File: src/mpb_pkg.sv
/*
 * Constants, field layout, types and helpers of the motor PWM unit
 * with brake inputs and dead time. Assumes an APB master with 32-bit
 * data and byte addresses that use the low eight bits.
 */
// What this block does
// - count up from zero; even output low at duty
// - reverse at period; even output high at duty
// - underflow with load bit copies holding registers
// - period request at underflow or period match
// - two brake inputs, four-setting filter each
// - brake zero falling edge sets flag zero
// - brake zero drives level bits through polarity
// - brake zero clears run bit
// - brake zero holds until run and next period
// - brake one falling edge sets flag one
// - auto brake one low drives level bits
// - brake one leaves run bit set
// - brake one released at next period start
// - brake acts only when its enable set
// - tri-state bits float even or odd outputs
// - tri-state bits loaded from configuration at first edge after reset
// - independent mode, output six and seven sources
// - complementary mode inverts odd from even
// - dead time delays turn-on by count plus one
// - dead-time writes need timed access sequence
// - synchronous mode copies even to odd
// - group mode makes all pairs follow generator zero
// - period and duty double buffered by load bit
package mpb_pkg;

  // ---------------------------------------------------------------
  // widths and register offsets
  // ---------------------------------------------------------------
  localparam int CNT_W = 12;               // time-base width
  localparam logic [7:0] OFS_CTRL = 8'h00; // control word
  localparam logic [7:0] OFS_PER = 8'h04;  // period holding
  localparam logic [7:0] OFS_DUTY = 8'h08; // duty 0..3 at 08..14
  localparam logic [7:0] OFS_BRK = 8'h18;  // brake levels, polarity
  localparam logic [7:0] OFS_STAT = 8'h1c; // flags and counter
  localparam logic [7:0] OFS_DT = 8'h20;   // dead time, protected
  localparam logic [7:0] OFS_TA = 8'h24;   // timed-access key

  // ---------------------------------------------------------------
  // field positions
  // ---------------------------------------------------------------
  localparam int CTL_RUN = 0;
  localparam int CTL_LOAD = 1;
  localparam int CTL_ITYPE = 2;
  localparam int CTL_MODE = 3;   // two bits
  localparam int CTL_GRP = 5;
  localparam int CTL_OUT6 = 6;
  localparam int CTL_AUTO1 = 7;
  localparam int CTL_BKEN = 8;   // two bits, one per input
  localparam int CTL_HZE = 10;
  localparam int CTL_HZO = 11;
  localparam int CTL_FILT = 12;  // two bits per input
  localparam int BRK_LVL = 0;    // six bits
  localparam int BRK_POL = 8;    // six bits
  localparam int ST_FLAG = 0;    // two bits, write one to clear
  localparam int ST_HOLD = 2;    // two bits
  localparam int ST_DIR = 4;
  localparam int ST_TAOPEN = 5;
  localparam int ST_CNT = 16;
  localparam int DT_CNT = 0;     // eight bits
  localparam int DT_EN = 8;

  // ---------------------------------------------------------------
  // reset values and keys
  // ---------------------------------------------------------------
  localparam logic [31:0] CTRL_RST = 32'h0000_0000;
  localparam logic [31:0] CTRL_MASK = 32'h0000_f3fe;
  localparam logic [CNT_W-1:0] PER_RST = 12'hfff;
  localparam logic [CNT_W-1:0] DUTY_RST = 12'h000;
  localparam logic [8:0] DT_RST = 9'h000;
  localparam logic [11:0] BRK_RST = 12'h000;
  localparam logic [1:0] HZ_RST = 2'h3;
  localparam logic [7:0] TA_KEY1 = 8'haa;
  localparam logic [7:0] TA_KEY2 = 8'h55;

  // ---------------------------------------------------------------
  // types
  // ---------------------------------------------------------------
  typedef enum logic [1:0] {
    MODE_IND = 2'h0,
    MODE_COMP = 2'h1,
    MODE_SYNC = 2'h2,
    MODE_GRP = 2'h3
  } mpb_mode_e;

  typedef enum logic [2:0] {
    TA_IDLE = 3'h1,
    TA_KEY = 3'h2,
    TA_OPEN = 3'h4
  } mpb_ta_e;

  typedef struct packed {
    logic psel;
    logic penable;
    logic pwrite;
    logic [7:0] paddr;
    logic [31:0] pwdata;
  } mpb_apb_s;

  // samples a new brake level needs before it is believed
  function automatic logic [3:0] filt_need(input logic [1:0] sel);
    filt_need = 4'h1 << sel;
  endfunction : filt_need

endpackage : mpb_pkg

File: src/mpb_pwm.sv
/*
 * Center-aligned motor PWM unit: time base, four duty generators,
 * pairing modes with dead time, two filtered brake inputs, polarity
 * and tri-state control, APB register slave.
 * Assumes brake and configuration inputs synchronous to mclk and a
 * prescale of one (one count per mclk).
 */
module mpb_pwm
  import mpb_pkg::*;
(
  input wire logic mclk,
  input wire logic arst_n,
  input wire mpb_apb_s apb_req,
  output logic pready,
  output logic [31:0] prdata,
  output logic pslverr,
  input wire logic brake_in_zero,
  input wire logic brake_in_one,
  input wire logic cfg_tristate_even,
  input wire logic cfg_tristate_odd,
  output logic [7:0] pwm_out,
  output logic [7:0] pwm_oe,
  output logic period_req
);

  // ---------------------------------------------------------------
  // apb decode
  // ---------------------------------------------------------------
  wire logic setup = apb_req.psel & ~apb_req.penable;
  wire logic acc = apb_req.psel & apb_req.penable;
  wire logic [7:0] addr = apb_req.paddr;
  wire logic [31:0] wd = apb_req.pwdata;
  wire logic is_duty = addr >= OFS_DUTY && addr < OFS_BRK && addr[1:0] == 2'h0;
  wire logic mapped = addr == OFS_CTRL || addr == OFS_PER || is_duty ||
                      addr == OFS_BRK || addr == OFS_STAT || addr == OFS_DT ||
                      addr == OFS_TA;
  wire logic wr = acc & apb_req.pwrite & mapped;
  wire logic wr_ctrl = wr && addr == OFS_CTRL;
  wire logic wr_stat = wr && addr == OFS_STAT;
  wire logic [1:0] duty_idx = 2'(addr[3:2] - 2'h2);

  assign pready = acc;                // zero wait states
  assign pslverr = acc & ~mapped;     // unmapped: error, no effect

  // ---------------------------------------------------------------
  // registers
  // ---------------------------------------------------------------
  logic [31:0] ctrl_reg;              // software control word
  logic run_reg;                      // run bit, hardware clearable
  logic run_d_reg;                    // run one cycle back
  logic [1:0] hz_reg;                 // {odd, even} tri-state
  logic cfg_done_reg;                 // configuration captured
  logic [CNT_W-1:0] per_hold_reg;     // software-side period
  logic [CNT_W-1:0] per_act_reg;      // period in use
  logic [CNT_W-1:0] duty_hold_reg [4];
  logic [CNT_W-1:0] duty_act_reg [4];
  logic [11:0] brk_reg;               // {polarity, levels}
  logic [8:0] dt_reg;                 // {enable, count}
  mpb_ta_e ta_reg;                    // timed-access state
  logic [1:0] flag_reg;               // brake flags
  logic [31:0] prdata_reg;

  wire mpb_mode_e mode = mpb_mode_e'(ctrl_reg[CTL_MODE +: 2]);
  wire logic load_bit = ctrl_reg[CTL_LOAD];
  wire logic [1:0] bken = ctrl_reg[CTL_BKEN +: 2];
  wire logic [5:0] lvl = brk_reg[BRK_LVL +: 6];
  wire logic [5:0] pol = brk_reg[11:6];
  wire logic dt_on = dt_reg[DT_EN];
  wire logic [7:0] dt_cnt = dt_reg[DT_CNT +: 8];

  // ---------------------------------------------------------------
  // brake filters and edge detect
  // ---------------------------------------------------------------
  logic [1:0] filt_reg;               // believed brake levels
  logic [1:0] filt_d_reg;             // believed levels, one back
  logic [3:0] fcnt_reg [2];           // agreeing sample counters
  wire logic [1:0] braw = {brake_in_one, brake_in_zero};
  wire logic [1:0] fall = filt_d_reg & ~filt_reg;

  // a level must persist 1, 2, 4 or 8 samples to pass
  always_ff @(posedge mclk or negedge arst_n) begin
    if (!arst_n) begin
      filt_reg <= 2'h3;
      filt_d_reg <= 2'h3;
      fcnt_reg <= '{default: 4'h0};
    end else begin
      filt_d_reg <= filt_reg;
      for (int i = 0; i < 2; i++) begin
        if (braw[i] == filt_reg[i]) begin
          fcnt_reg[i] <= 4'h0;
        end else if (4'(fcnt_reg[i] + 4'h1) >=
                     filt_need(ctrl_reg[CTL_FILT + 2*i +: 2])) begin
          filt_reg[i] <= braw[i];
          fcnt_reg[i] <= 4'h0;
        end else begin
          fcnt_reg[i] <= 4'(fcnt_reg[i] + 4'h1);
        end
      end
    end
  end

  wire logic brk0_evt = fall[0] & bken[0];
  wire logic brk1_act = ctrl_reg[CTL_AUTO1] & bken[1] & ~filt_reg[1];

  // flags: a new edge beats a software clear in the same cycle
  always_ff @(posedge mclk or negedge arst_n) begin
    if (!arst_n) begin
      flag_reg <= 2'h0;
    end else begin
      flag_reg <= fall | (flag_reg & ~({2{wr_stat}} & wd[ST_FLAG +: 2]));
    end
  end

  // ---------------------------------------------------------------
  // control, run bit and tri-state
  // ---------------------------------------------------------------
  // brake zero wins over a software run write in the same cycle
  wire logic run_next = brk0_evt ? 1'b0 :
                        wr_ctrl ? wd[CTL_RUN] : run_reg;

  always_ff @(posedge mclk or negedge arst_n) begin
    if (!arst_n) begin
      ctrl_reg <= CTRL_RST;
      run_reg <= 1'b0;
      run_d_reg <= 1'b0;
    end else begin
      run_reg <= run_next;
      run_d_reg <= run_reg;
      if (wr_ctrl) begin
        ctrl_reg <= wd & CTRL_MASK;
      end
    end
  end

  // async reset floats the pins; the strap levels come in at the
  // first edge after release
  always_ff @(posedge mclk or negedge arst_n) begin
    if (!arst_n) begin
      hz_reg <= HZ_RST;
      cfg_done_reg <= 1'b0;
    end else if (!cfg_done_reg) begin
      hz_reg <= {cfg_tristate_odd, cfg_tristate_even};
      cfg_done_reg <= 1'b1;
    end else if (wr_ctrl) begin
      hz_reg <= {wd[CTL_HZO], wd[CTL_HZE]};
    end
  end

  // ---------------------------------------------------------------
  // time base
  // ---------------------------------------------------------------
  logic [CNT_W-1:0] cnt_reg;          // up/down counter
  logic dir_dn_reg;                   // one while counting down
  wire logic run_rise = run_reg & ~run_d_reg;
  wire logic underflow = run_reg & dir_dn_reg & cnt_reg == '0;
  wire logic up_match = run_reg & ~dir_dn_reg & cnt_reg == per_act_reg;
  wire logic do_load = run_rise | (underflow & load_bit);

  // idle holds zero so each start counts up from zero
  always_ff @(posedge mclk or negedge arst_n) begin
    if (!arst_n) begin
      cnt_reg <= '0;
      dir_dn_reg <= 1'b0;
    end else if (!run_reg) begin
      cnt_reg <= '0;
      dir_dn_reg <= 1'b0;
    end else if (up_match) begin
      cnt_reg <= CNT_W'(cnt_reg - 1'b1);
      dir_dn_reg <= 1'b1;
    end else if (underflow) begin
      cnt_reg <= CNT_W'(1);
      dir_dn_reg <= 1'b0;
    end else begin
      cnt_reg <= dir_dn_reg ? CNT_W'(cnt_reg - 1'b1) : CNT_W'(cnt_reg + 1'b1);
    end
  end

  // holding registers and transfer to the active set
  always_ff @(posedge mclk or negedge arst_n) begin
    if (!arst_n) begin
      per_hold_reg <= PER_RST;
      per_act_reg <= PER_RST;
      duty_hold_reg <= '{default: DUTY_RST};
      duty_act_reg <= '{default: DUTY_RST};
    end else begin
      if (wr && addr == OFS_PER) begin
        per_hold_reg <= wd[CNT_W-1:0];
      end
      if (wr && is_duty) begin
        duty_hold_reg[duty_idx] <= wd[CNT_W-1:0];
      end
      if (do_load) begin
        per_act_reg <= per_hold_reg;
        duty_act_reg <= duty_hold_reg;
      end
    end
  end

  // period request pulse: underflow or top match by type bit
  always_ff @(posedge mclk or negedge arst_n) begin
    if (!arst_n) begin
      period_req <= 1'b0;
    end else begin
      period_req <= ctrl_reg[CTL_ITYPE] ? up_match : underflow;
    end
  end

  // ---------------------------------------------------------------
  // duty generators
  // ---------------------------------------------------------------
  logic [3:0] gen_reg;                // generator levels, 0..3
  always_ff @(posedge mclk or negedge arst_n) begin
    if (!arst_n) begin
      gen_reg <= 4'hf;
    end else begin
      for (int g = 0; g < 4; g++) begin
        if (!run_reg) begin
          gen_reg[g] <= 1'b1;
        end else if (cnt_reg == duty_act_reg[g]) begin
          gen_reg[g] <= dir_dn_reg;
        end
      end
    end
  end

  // ---------------------------------------------------------------
  // pairing modes and dead time
  // ---------------------------------------------------------------
  wire logic group_bit = mode == MODE_GRP && ctrl_reg[CTL_GRP];
  wire logic comp = mode == MODE_COMP || group_bit;
  wire logic [3:0] src = group_bit ? {4{gen_reg[0]}} : gen_reg;
  logic [2:0] src_d_reg;              // even sources, one back
  logic [2:0] busy_reg;               // dead time running per pair
  logic [7:0] dcnt_reg [3];           // dead-time down counters
  logic [7:0] pg;                     // internal pair signals

  // a change of the even source blanks both outputs of the pair
  // for count plus one cycles; turn-off is never delayed
  always_ff @(posedge mclk or negedge arst_n) begin
    if (!arst_n) begin
      src_d_reg <= 3'h7;
      busy_reg <= 3'h0;
      dcnt_reg <= '{default: 8'h00};
    end else begin
      src_d_reg <= src[2:0];
      for (int k = 0; k < 3; k++) begin
        if (src[k] != src_d_reg[k]) begin
          // the change cycle itself is the first blank cycle
          busy_reg[k] <= comp & dt_on & (dt_cnt != 8'h00);
          dcnt_reg[k] <= 8'(dt_cnt - 8'h01);
        end else if (busy_reg[k]) begin
          busy_reg[k] <= dcnt_reg[k] != 8'h00;
          dcnt_reg[k] <= 8'(dcnt_reg[k] - 8'h01);
        end
      end
    end
  end

  // blanking starts in the very cycle the source moves, so the new
  // level never leaks through to the switches for one cycle
  wire logic [2:0] blank = busy_reg | ({3{comp & dt_on}} & (src[2:0] ^ src_d_reg));

  always_comb begin
    for (int k = 0; k < 3; k++) begin
      pg[2*k] = src[k] & ~blank[k];
      if (comp) begin
        pg[2*k+1] = ~src[k] & ~blank[k];
      end else if (mode == MODE_SYNC) begin
        pg[2*k+1] = src[k];
      end else begin
        pg[2*k+1] = 1'b0;
      end
    end
    pg[6] = ctrl_reg[CTL_OUT6] ? src[1] : src[3];
    pg[7] = src[2];
  end

  // ---------------------------------------------------------------
  // brake hold and output stage
  // ---------------------------------------------------------------
  logic b0_hold_reg;                  // brake zero in force
  logic b1_hold_reg;                  // brake one in force
  always_ff @(posedge mclk or negedge arst_n) begin
    if (!arst_n) begin
      b0_hold_reg <= 1'b0;
      b1_hold_reg <= 1'b0;
    end else begin
      if (brk0_evt) begin
        b0_hold_reg <= 1'b1;
      end else if (underflow) begin
        b0_hold_reg <= 1'b0;
      end
      if (brk1_act) begin
        b1_hold_reg <= 1'b1;
      end else if (underflow) begin
        b1_hold_reg <= 1'b0;
      end
    end
  end

  wire logic brk = b0_hold_reg | b1_hold_reg;
  wire logic [7:0] out_next = {pg[7:6], (brk ? lvl : pg[5:0]) ^ pol};

  always_ff @(posedge mclk or negedge arst_n) begin
    if (!arst_n) begin
      pwm_out <= 8'h00;
    end else begin
      pwm_out <= out_next;
    end
  end

  assign pwm_oe = {4{~hz_reg[1], ~hz_reg[0]}};

  // ---------------------------------------------------------------
  // brake setup and timed-access dead-time register
  // ---------------------------------------------------------------
  always_ff @(posedge mclk or negedge arst_n) begin
    if (!arst_n) begin
      brk_reg <= BRK_RST;
      dt_reg <= DT_RST;
      ta_reg <= TA_IDLE;
    end else begin
      if (wr && addr == OFS_BRK) begin
        brk_reg <= {wd[BRK_POL +: 6], wd[BRK_LVL +: 6]};
      end
      if (wr && addr == OFS_DT && ta_reg == TA_OPEN) begin
        dt_reg <= wd[8:0];
      end
      if (wr) begin
        unique case (ta_reg)
          TA_IDLE: ta_reg <= (addr == OFS_TA && wd[7:0] == TA_KEY1) ? TA_KEY : TA_IDLE;
          TA_KEY: ta_reg <= (addr == OFS_TA && wd[7:0] == TA_KEY2) ? TA_OPEN : TA_IDLE;
          TA_OPEN: ta_reg <= TA_IDLE;     // one write only
          default: ta_reg <= TA_IDLE;
        endcase
      end
    end
  end

  // ---------------------------------------------------------------
  // read data, captured in the setup cycle
  // ---------------------------------------------------------------
  wire logic [31:0] stat_word = {4'h0, cnt_reg, 10'h000, ta_reg == TA_OPEN,
                                 dir_dn_reg, b1_hold_reg, b0_hold_reg, flag_reg};
  wire logic [31:0] ctrl_word = {ctrl_reg[31:12], hz_reg, ctrl_reg[9:1], run_reg};
  wire logic [31:0] rd_mux =
      addr == OFS_CTRL ? ctrl_word :
      addr == OFS_PER ? {20'h0, per_hold_reg} :
      is_duty ? {20'h0, duty_hold_reg[duty_idx]} :
      addr == OFS_BRK ? {18'h0, brk_reg[11:6], 2'h0, brk_reg[5:0]} :
      addr == OFS_STAT ? stat_word :
      addr == OFS_DT ? {23'h0, dt_reg} : 32'h0;

  always_ff @(posedge mclk or negedge arst_n) begin
    if (!arst_n) begin
      prdata_reg <= 32'h0;
    end else if (setup) begin
      prdata_reg <= rd_mux;
    end
  end
  assign prdata = prdata_reg;

  // ---------------------------------------------------------------
  // checks
  // ---------------------------------------------------------------
  AST_BRK0_STOP: assert property (@(posedge mclk) disable iff (!arst_n)
    brk0_evt |=> !run_reg && b0_hold_reg) else $error("brake zero did not stop");
  AST_FLAG0: assert property (@(posedge mclk) disable iff (!arst_n)
    fall[0] |=> flag_reg[0]) else $error("flag zero not set");
  AST_FLAG1: assert property (@(posedge mclk) disable iff (!arst_n)
    fall[1] |=> flag_reg[1]) else $error("flag one not set");
  AST_TURN: assert property (@(posedge mclk) disable iff (!arst_n)
    up_match |=> dir_dn_reg && cnt_reg == $past(per_act_reg) - 1'b1)
    else $error("no reversal at period");
  AST_LOAD: assert property (@(posedge mclk) disable iff (!arst_n)
    underflow && load_bit |=> per_act_reg == $past(per_hold_reg))
    else $error("period not loaded");
  AST_IREQ: assert property (@(posedge mclk) disable iff (!arst_n)
    period_req |-> $past(ctrl_reg[CTL_ITYPE] ? up_match : underflow))
    else $error("stray period request");
  AST_DEAD: assert property (@(posedge mclk) disable iff (!arst_n)
    comp && dt_on |-> !(pg[0] && pg[1]) && (src[0] == src_d_reg[0] || pg[1:0] == 2'h0))
    else $error("pair overlap or turn-on not delayed");
  AST_B1OUT: assert property (@(posedge mclk) disable iff (!arst_n)
    b1_hold_reg |=> pwm_out[5:0] == $past(lvl ^ pol)) else $error("brake level");
  AST_B1RUN: assert property (@(posedge mclk) disable iff (!arst_n)
    brk1_act && run_reg && !brk0_evt && !wr_ctrl |=> run_reg)
    else $error("brake one stopped run");
  AST_STRAP: assert property (@(posedge mclk) disable iff (!arst_n)
    $rose(cfg_done_reg) |-> hz_reg == $past({cfg_tristate_odd, cfg_tristate_even}))
    else $error("strap not taken");

endmodule : mpb_pwm

File: config.mk
export PLATFORM = sky130hd
export DESIGN_NAME = mpb_pwm
export DESIGN_NICKNAME = d
export VERILOG_FILES = /design/src/mpb_pkg.sv /design/src/mpb_pwm.sv
export SDC_FILE = /design/constraint.sdc
export NUM_CORES = 1
export LEC_CHECK = 0
export BUFFER_PORTS_ARGS = -buffer_cell sky130_fd_sc_hd__buf_4
export CAP_MARGIN = 20
export CORE_ASPECT_RATIO = 0.8
export CORE_MARGIN = 1.5
export CORE_UTILIZATION = 40
export CTS_BUF_LIST = sky130_fd_sc_hd__clkbuf_2
export DETAILED_ROUTE_END_ITERATION = 8
export GPL_TIMING_DRIVEN = 0
export HOLD_SLACK_MARGIN = 0.06
export PLACE_DENSITY = 0.61
export SLEW_MARGIN = 0
export SYNTH_ARGS = -nofsm -noshare
export SYNTH_HDL_FRONTEND = slang
export SYNTH_SLANG_ARGS = --single-unit
File: constraint.sdc
create_clock -name mclk -period 2.5 [get_ports mclk]
set_input_delay 0.125 -clock mclk [delete_from_list [all_inputs] [get_ports mclk]]
set_output_delay 0.125 -clock mclk [all_outputs]
set_load 0.02 [all_outputs]
# Yosys cells after proc, flatten, opt, wreduce, memory -nomap -nowiden
# Index checks and enable logic that the tools add are counted.
[op_classes]
mux = 62
magnitude_cmp = 6
bitwise = 50
reduce_logical = 35
n_addsub = 9
n_shift = 2
eq_ne = 29
[op_table]
columns = ["operator", "n"]
rows = [
  ["$mux 28", 5],
  ["$mux 12", 7],
  ["$eq 12x12->1", 5],
  ["$bwmux 48", 1],
  ["$mux 8", 6],
  ["$reduce_bool 8->1", 4],
  ["$sub 8x1->8 const B", 4],
  ["$mux 1", 29],
  ["$bmux 12 s2", 1],
  ["$demux 12 s2", 1],
  ["$and 1x1->1", 22],
  ["$mux 4", 5],
  ["$eq 8x5->1 const B", 2],
  ["$eq 8x6->1 const B", 2],
  ["$not 1->1", 15],
  ["$logic_and 1x1->1", 13],
  ["$add 12x1->12 const B", 1],
  ["$logic_not 12->1", 1],
  ["$reduce_bool 2->1", 6],
  ["$sub 12x1->12 const B", 1],
  ["$mux 9", 1],
  ["$add 4x1->4 const B", 2],
  ["$eq 8x3->1 const B", 1],
  ["$eq 8x7->1 const B", 1],
  ["other kinds (35)", 57],
]
[word_totals]
out_inout_bits = 51
ff_bits = 266

# Depth between registers and ports, before layout
[depth]
word_depth = 14
depth_mapped = 10
depth_no_buf = 7

# Worst setup path after synthesis
# OpenSTA, ideal clock, no wires.
[synth_path]
path_type = "register -> register"
from = "reg cnt_reg[0]"
to = "reg duty_act_reg[0] (netlist bit)"
required_ns = 2.375
path_buffers = 3
slack_ns = -0.011
arrival_time_ns = 2.386
setup_ns = 0.125
stages_incl_launch_ff = 11
path_cell_list = "dfrtp_1 clkbuf_1 inv_1 ha_1 nor4b_4 nand2_1 or3_4 o22a_4 buf_12 buf_12 mux2_4"
[synth_between]
elab_chain_len = 4
[synth_lines]
columns = ["element", "line_no", "rtl"]
rows = [
  ["start, declared", "mpb_pwm.sv:152", "logic [CNT_W-1:0] cnt_reg;"],
  ["start signal, assigned", "mpb_pwm.sv:168", "cnt_reg <= CNT_W'(cnt_reg - 1'b1);"],
  ["start signal, assigned", "mpb_pwm.sv:174", "cnt_reg <= dir_dn_reg ? CNT_W'(cnt_reg - 1'b1) : CNT_W'(cnt_reg + 1'b1);"],
  ["$logic_not 12->1", "mpb_pwm.sv:155", "wire logic underflow = run_reg & dir_dn_reg & cnt_reg == '0;"],
  ["$and 1x1->1", "mpb_pwm.sv:155", ""],
  ["$and 1x1->1", "mpb_pwm.sv:157", "wire logic do_load = run_rise | (underflow & load_bit);"],
  ["$or 1x1->1", "mpb_pwm.sv:157", ""],
  ["end signal, assigned", "mpb_pwm.sv:194", "duty_act_reg <= duty_hold_reg;"],
  ["end, declared", "mpb_pwm.sv:56", "logic [CNT_W-1:0] duty_act_reg [4];"],
]
# No other way between the ends.
# A chain may end at the register's enable or synchronous reset.

# Worst setup path in the final report
[layout_path]
from = "in apb_req[36] (netlist bit)"
to = "reg duty_hold_reg[35] (netlist bit)"
[layout_between]
elab_chain_len = 10
elab_cells_between_ends = 18
cone_classes = "2 x order compare; 5 x eq/ne; 1 x bitwise; 10 x reduce/logical"
[layout_lines]
columns = ["element", "line_no", "rtl"]
rows = [
  ["start, declared", "mpb_pwm.sv:13", "input wire mpb_apb_s apb_req,"],
  ["$ge 8x4->1 / $lt 8x5->1 (equally long branches)", "mpb_pwm.sv:33", "wire logic is_duty = addr >= OFS_DUTY && addr < OFS_BRK && addr[1:0] == 2'h0;"],
  ["$logic_and 1x1->1 (2 in a row)", "mpb_pwm.sv:33", ""],
  ["$logic_or 1x1->1 (2 in a row)", "mpb_pwm.sv:34", "wire logic mapped = addr == OFS_CTRL || addr == OFS_PER || is_duty ||"],
  ["$logic_or 1x1->1 (3 in a row)", "mpb_pwm.sv:35", "addr == OFS_BRK || addr == OFS_STAT || addr == OFS_DT ||"],
  ["$and 1x1->1", "mpb_pwm.sv:37", "wire logic wr = acc & apb_req.pwrite & mapped;"],
  ["$logic_and 1x1->1 *", "mpb_pwm.sv:189", "if (wr && is_duty) begin"],
  ["end signal, assigned by index", "mpb_pwm.sv:190", "duty_hold_reg[duty_idx] <= wd[CNT_W-1:0];"],
  ["end, declared", "mpb_pwm.sv:55", "logic [CNT_W-1:0] duty_hold_reg [4];"],
]
# Mark *: on every way between the ends. The rest lies on a longest branch, timed or not.

==> key figures <==
Routing
  • Post-DRT Antenna Nets: 0
  • Initial DRT Pass Iterations: 5
  • Post-Route WL: 39.6 mm
  • Detailed-route DRC error count: 0
  • Average routed wire per standard cell: 21.1 um
  • Initial detailed-routing violation count: 886
  • Routed vias: 10200
  • DR vias/cell: 5.46

Global routing
  • First-pass GRT wire length: 61.1 mm
  • Initial antenna violation count: 1
  • Remaining global-route overflow: 0
  • Number of global-route vias before repair: 10300
  • GRT Util Overall: 22.9%
  • Largest net degree at the start of global routing: 90

Logic synthesis
  • Synth Register Bits: 262
  • Synth Cell Area: 13500 um^2
  • Synth top area cells: dfrtp_1 41%, dfstp_2 7.4%, mux2_1 7.2%
  • Top cells by count, synth: 224 x dfrtp_1, 86 x mux2_1, 85 x nand2_1, 66 x nor2_1, 60 x mux2_4
  • FFs w/ async S/R, synth: 100%
  • Synth top area share: 41.4%
  • Synth cell types: 70
  • Top_reg_cell synth: dfrtp_1
  • Seq/Total Area, Yosys: 48.8%
  • Leading cell type by number of instances after synthesis: dfrtp_1
  • Leading area contributor after synthesis: dfrtp_1
  • Number of synthesized flops with an enable pin: 0
  • Avg Synthesized Cell Area: 11.6 um^2
  • Cells after synthesis: 1169
  • YS warnings: 0

Final layout
  • Area Overhead vs Synth: 18.7%
  • Final net count: 1452
  • Final cell count without fillers: 1875
  • Fin util: 48.0%
  • Share of cells above drive strength 1: 26.9%

Pwr
  • Post-layout total power: 8.33 mW
  • Peak VDD IR: 0.302 mV
  • Leak: 7.84 nW
  • Pwr dens: 518 nW/um^2

Clock network
  • Maximum clock path buffer count: 3
  • Clock sink count: 262
  • Clk_lat worst skew: 860 ps
  • Clock slew at reported path FFs: 100 ps
  • Clock root buffer: clkbuf_2
  • CTS tree: yes
  • CTS buffer count: 73
  • H-tree Lvls: 3

STA
  • Measured slew at the worst slew-check pin: 929 ps
  • # setup viols final: 0
  • Final period util: 97.6%
  • Final setup margin: 60.0 ps
  • Slew Limit Fails: 0
  • Clk_skew: 84.1 ps
  • Fmax: 0.410 GHz
  • Fin crit period: 2440 ps
  • Rel. slew slack: 37.6%
  • Final hold violations: 0
  • Total negative slack: 0 ps
  • RSZ-0062 raised after global routing: false

Run
  • Max cap viols: 0

Setup path
  • WP data required: 3180 ps
  • Type of the worst setup path: primary input to flip-flop
  • Reg-to-reg endpoint: cnt_reg[9]$_DFF_PN0_
  • Critical Path End Type: flip-flop
  • WP data arrival: 3120 ps
  • Critical path fanouts, max: 10
  • Crit path launch type: primary input
  • Cell depth of the worst flop-to-flop path: 6
  • Reg2reg setup slack: 60 ps
  • Worst reg2reg startpoint: cnt_reg[7]$_DFF_PN0_

Floorplan
  • Die ar.: 35000 um^2
  • Starting Density: 40.4%
  • I/O pin count: 100
  • Chip Height: 168 um
  • # rows: 60
  • Die W: 209 um
  • CORE AREA: 33500 um^2

Place
  • Placed insts: 1682
  • Buffers on Ports: 73
  • RD Place Congestion: 0.898
  • Pre-CTS setup slack: -608 ps
  • DP Wirelength: 27.2 mm

Worst hold path
  • Min-Delay Endpoint: duty_hold_reg[12]$_DFFE_PN0P_
  • Hold Path Class: primary input to flip-flop
  • Hold Path Stages: 4
  • Hold_sp: apb_req[35]

Run status
  • Outcome: complete, no violations
## per-stage QoR
stage | hold slack (ps) | cell area (um^2)
after global routing | 73.5 | 16100
after detailed placement | 172 | 14700
after global placement | 345 | 14600
after floorplan | -171 | 13600
after CTS | 64.4 | 16100
final | 120 | 16100
## routing by layer
layer | vias up | share of wire, % | GRT usage (%) | wire length (um)
met4 | 2 | 2.8 | 7.97 | 1090
met2 | 431 | 44 | 34.5 | 17400
li1 | 4639 | - | - | -
met1 | 5072 | 46 | 32.7 | 18300
met5 | - | 0.20 | 1.66 | 81
met3 | 86 | 7.0 | 4.44 | 2750
## repair_timing
item | in CTS | in global routing
hold endpoints to repair | 290 | 0
gates resized for setup | 9 | 17
cloned | 0 | 1
pin swaps | 2 | 2
hold buffers | 59 | 0
setup endpoints to repair | 72 | 84
buffers inserted | 6 | 0
## worst max-delay path by stage
stage / startpoint / to / slack (ps) / cells after the start
final: apb_req[36] / duty_hold_reg[35]$_DFFE_PN0P_ / 60 / 9
after global routing: apb_req[0] / ta_reg[2]$_DFFE_PN0N_ / 0.5 / 9
after CTS: apb_req[36] / duty_hold_reg[24]$_DFFE_PN0P_ / 7 / 9
after detailed placement: cnt_reg[1]$_DFF_PN0_ / cnt_reg[11]$_DFF_PN0_ / -610 / 8
after global placement: arst_n / duty_hold_reg[45]$_DFFE_PN0P_ / -950 / 1
after floorplan: cnt_reg[1]$_DFF_PN0_ / duty_act_reg[0]$_DFFE_PN0P_ / 10 / 10
## logic make-up after synthesis
group / after synthesis / synth area share (%)
compound gates: 157 / 7.78
other cells: 2 / 0.0555
simple gates: 317 / 12.2
flops: 262 / 48.8
mux: 188 / 17.9
fa+ha+maj: 20 / 1.85
xor+xnor: 106 / 6.86
buf+inv: 117 / 4.55
## power by group
group          leakage [nW]  switching (mW)  internal, mW
registers              3.33          0.0789          4.33
clock network         0.525            1.86          1.33
logic                  3.99           0.442         0.300
total                  7.84            2.38          5.96
## final cells by class
class | instances | area (um^2)
sequential | 262 | 6610
tap | 434 | 543
fill | 3115 | 17400
clock inverter | 15 | 90.1
buffer | 77 | 458
antenna | 1 | 2.50
multi-input combinational | 793 | 6390
timing repair buffer | 141 | 1270
clock buffer | 117 | 586
inverter | 35 | 131
## worst max-delay path, cell delays in order
cell,delay (ps)
dlygate4sd3_1,530
buf_4,170
xnor2_1,160
dlygate4sd3_1,570
nor2_1,50
dlygate4sd3_1,590
nand4_1,150
buf_2,400
mux2_1,370
## cells in the final DEF, fill, tap and decap left out, types with 10 or more instances in the layout
cell / instances
buf_2: 16
a31oi_1: 11
nor2_1: 66
dfrtp_1: 223
nand2b_1: 13
nor3_1: 17
dfstp_2: 38
xor2_1: 53
a32oi_1: 11
dlygate4sd3_1: 57
ha_1: 19
mux2_1: 86
o211ai_1: 17
o21ai_0: 12
nand2_1: 84
o21ai_1: 23
inv_1: 34
nor4_1: 12
mux4_2: 10
xnor2_1: 52
clkinv_1: 10
nand3_1: 39
a21oi_1: 36
mux2_2: 12
nand4_1: 12
mux2i_1: 20
buf_4: 90
clkbuf_2: 122
mux2_4: 60
clkbuf_1: 33
or3_1: 15
Power figures use the tool's default switching activity.
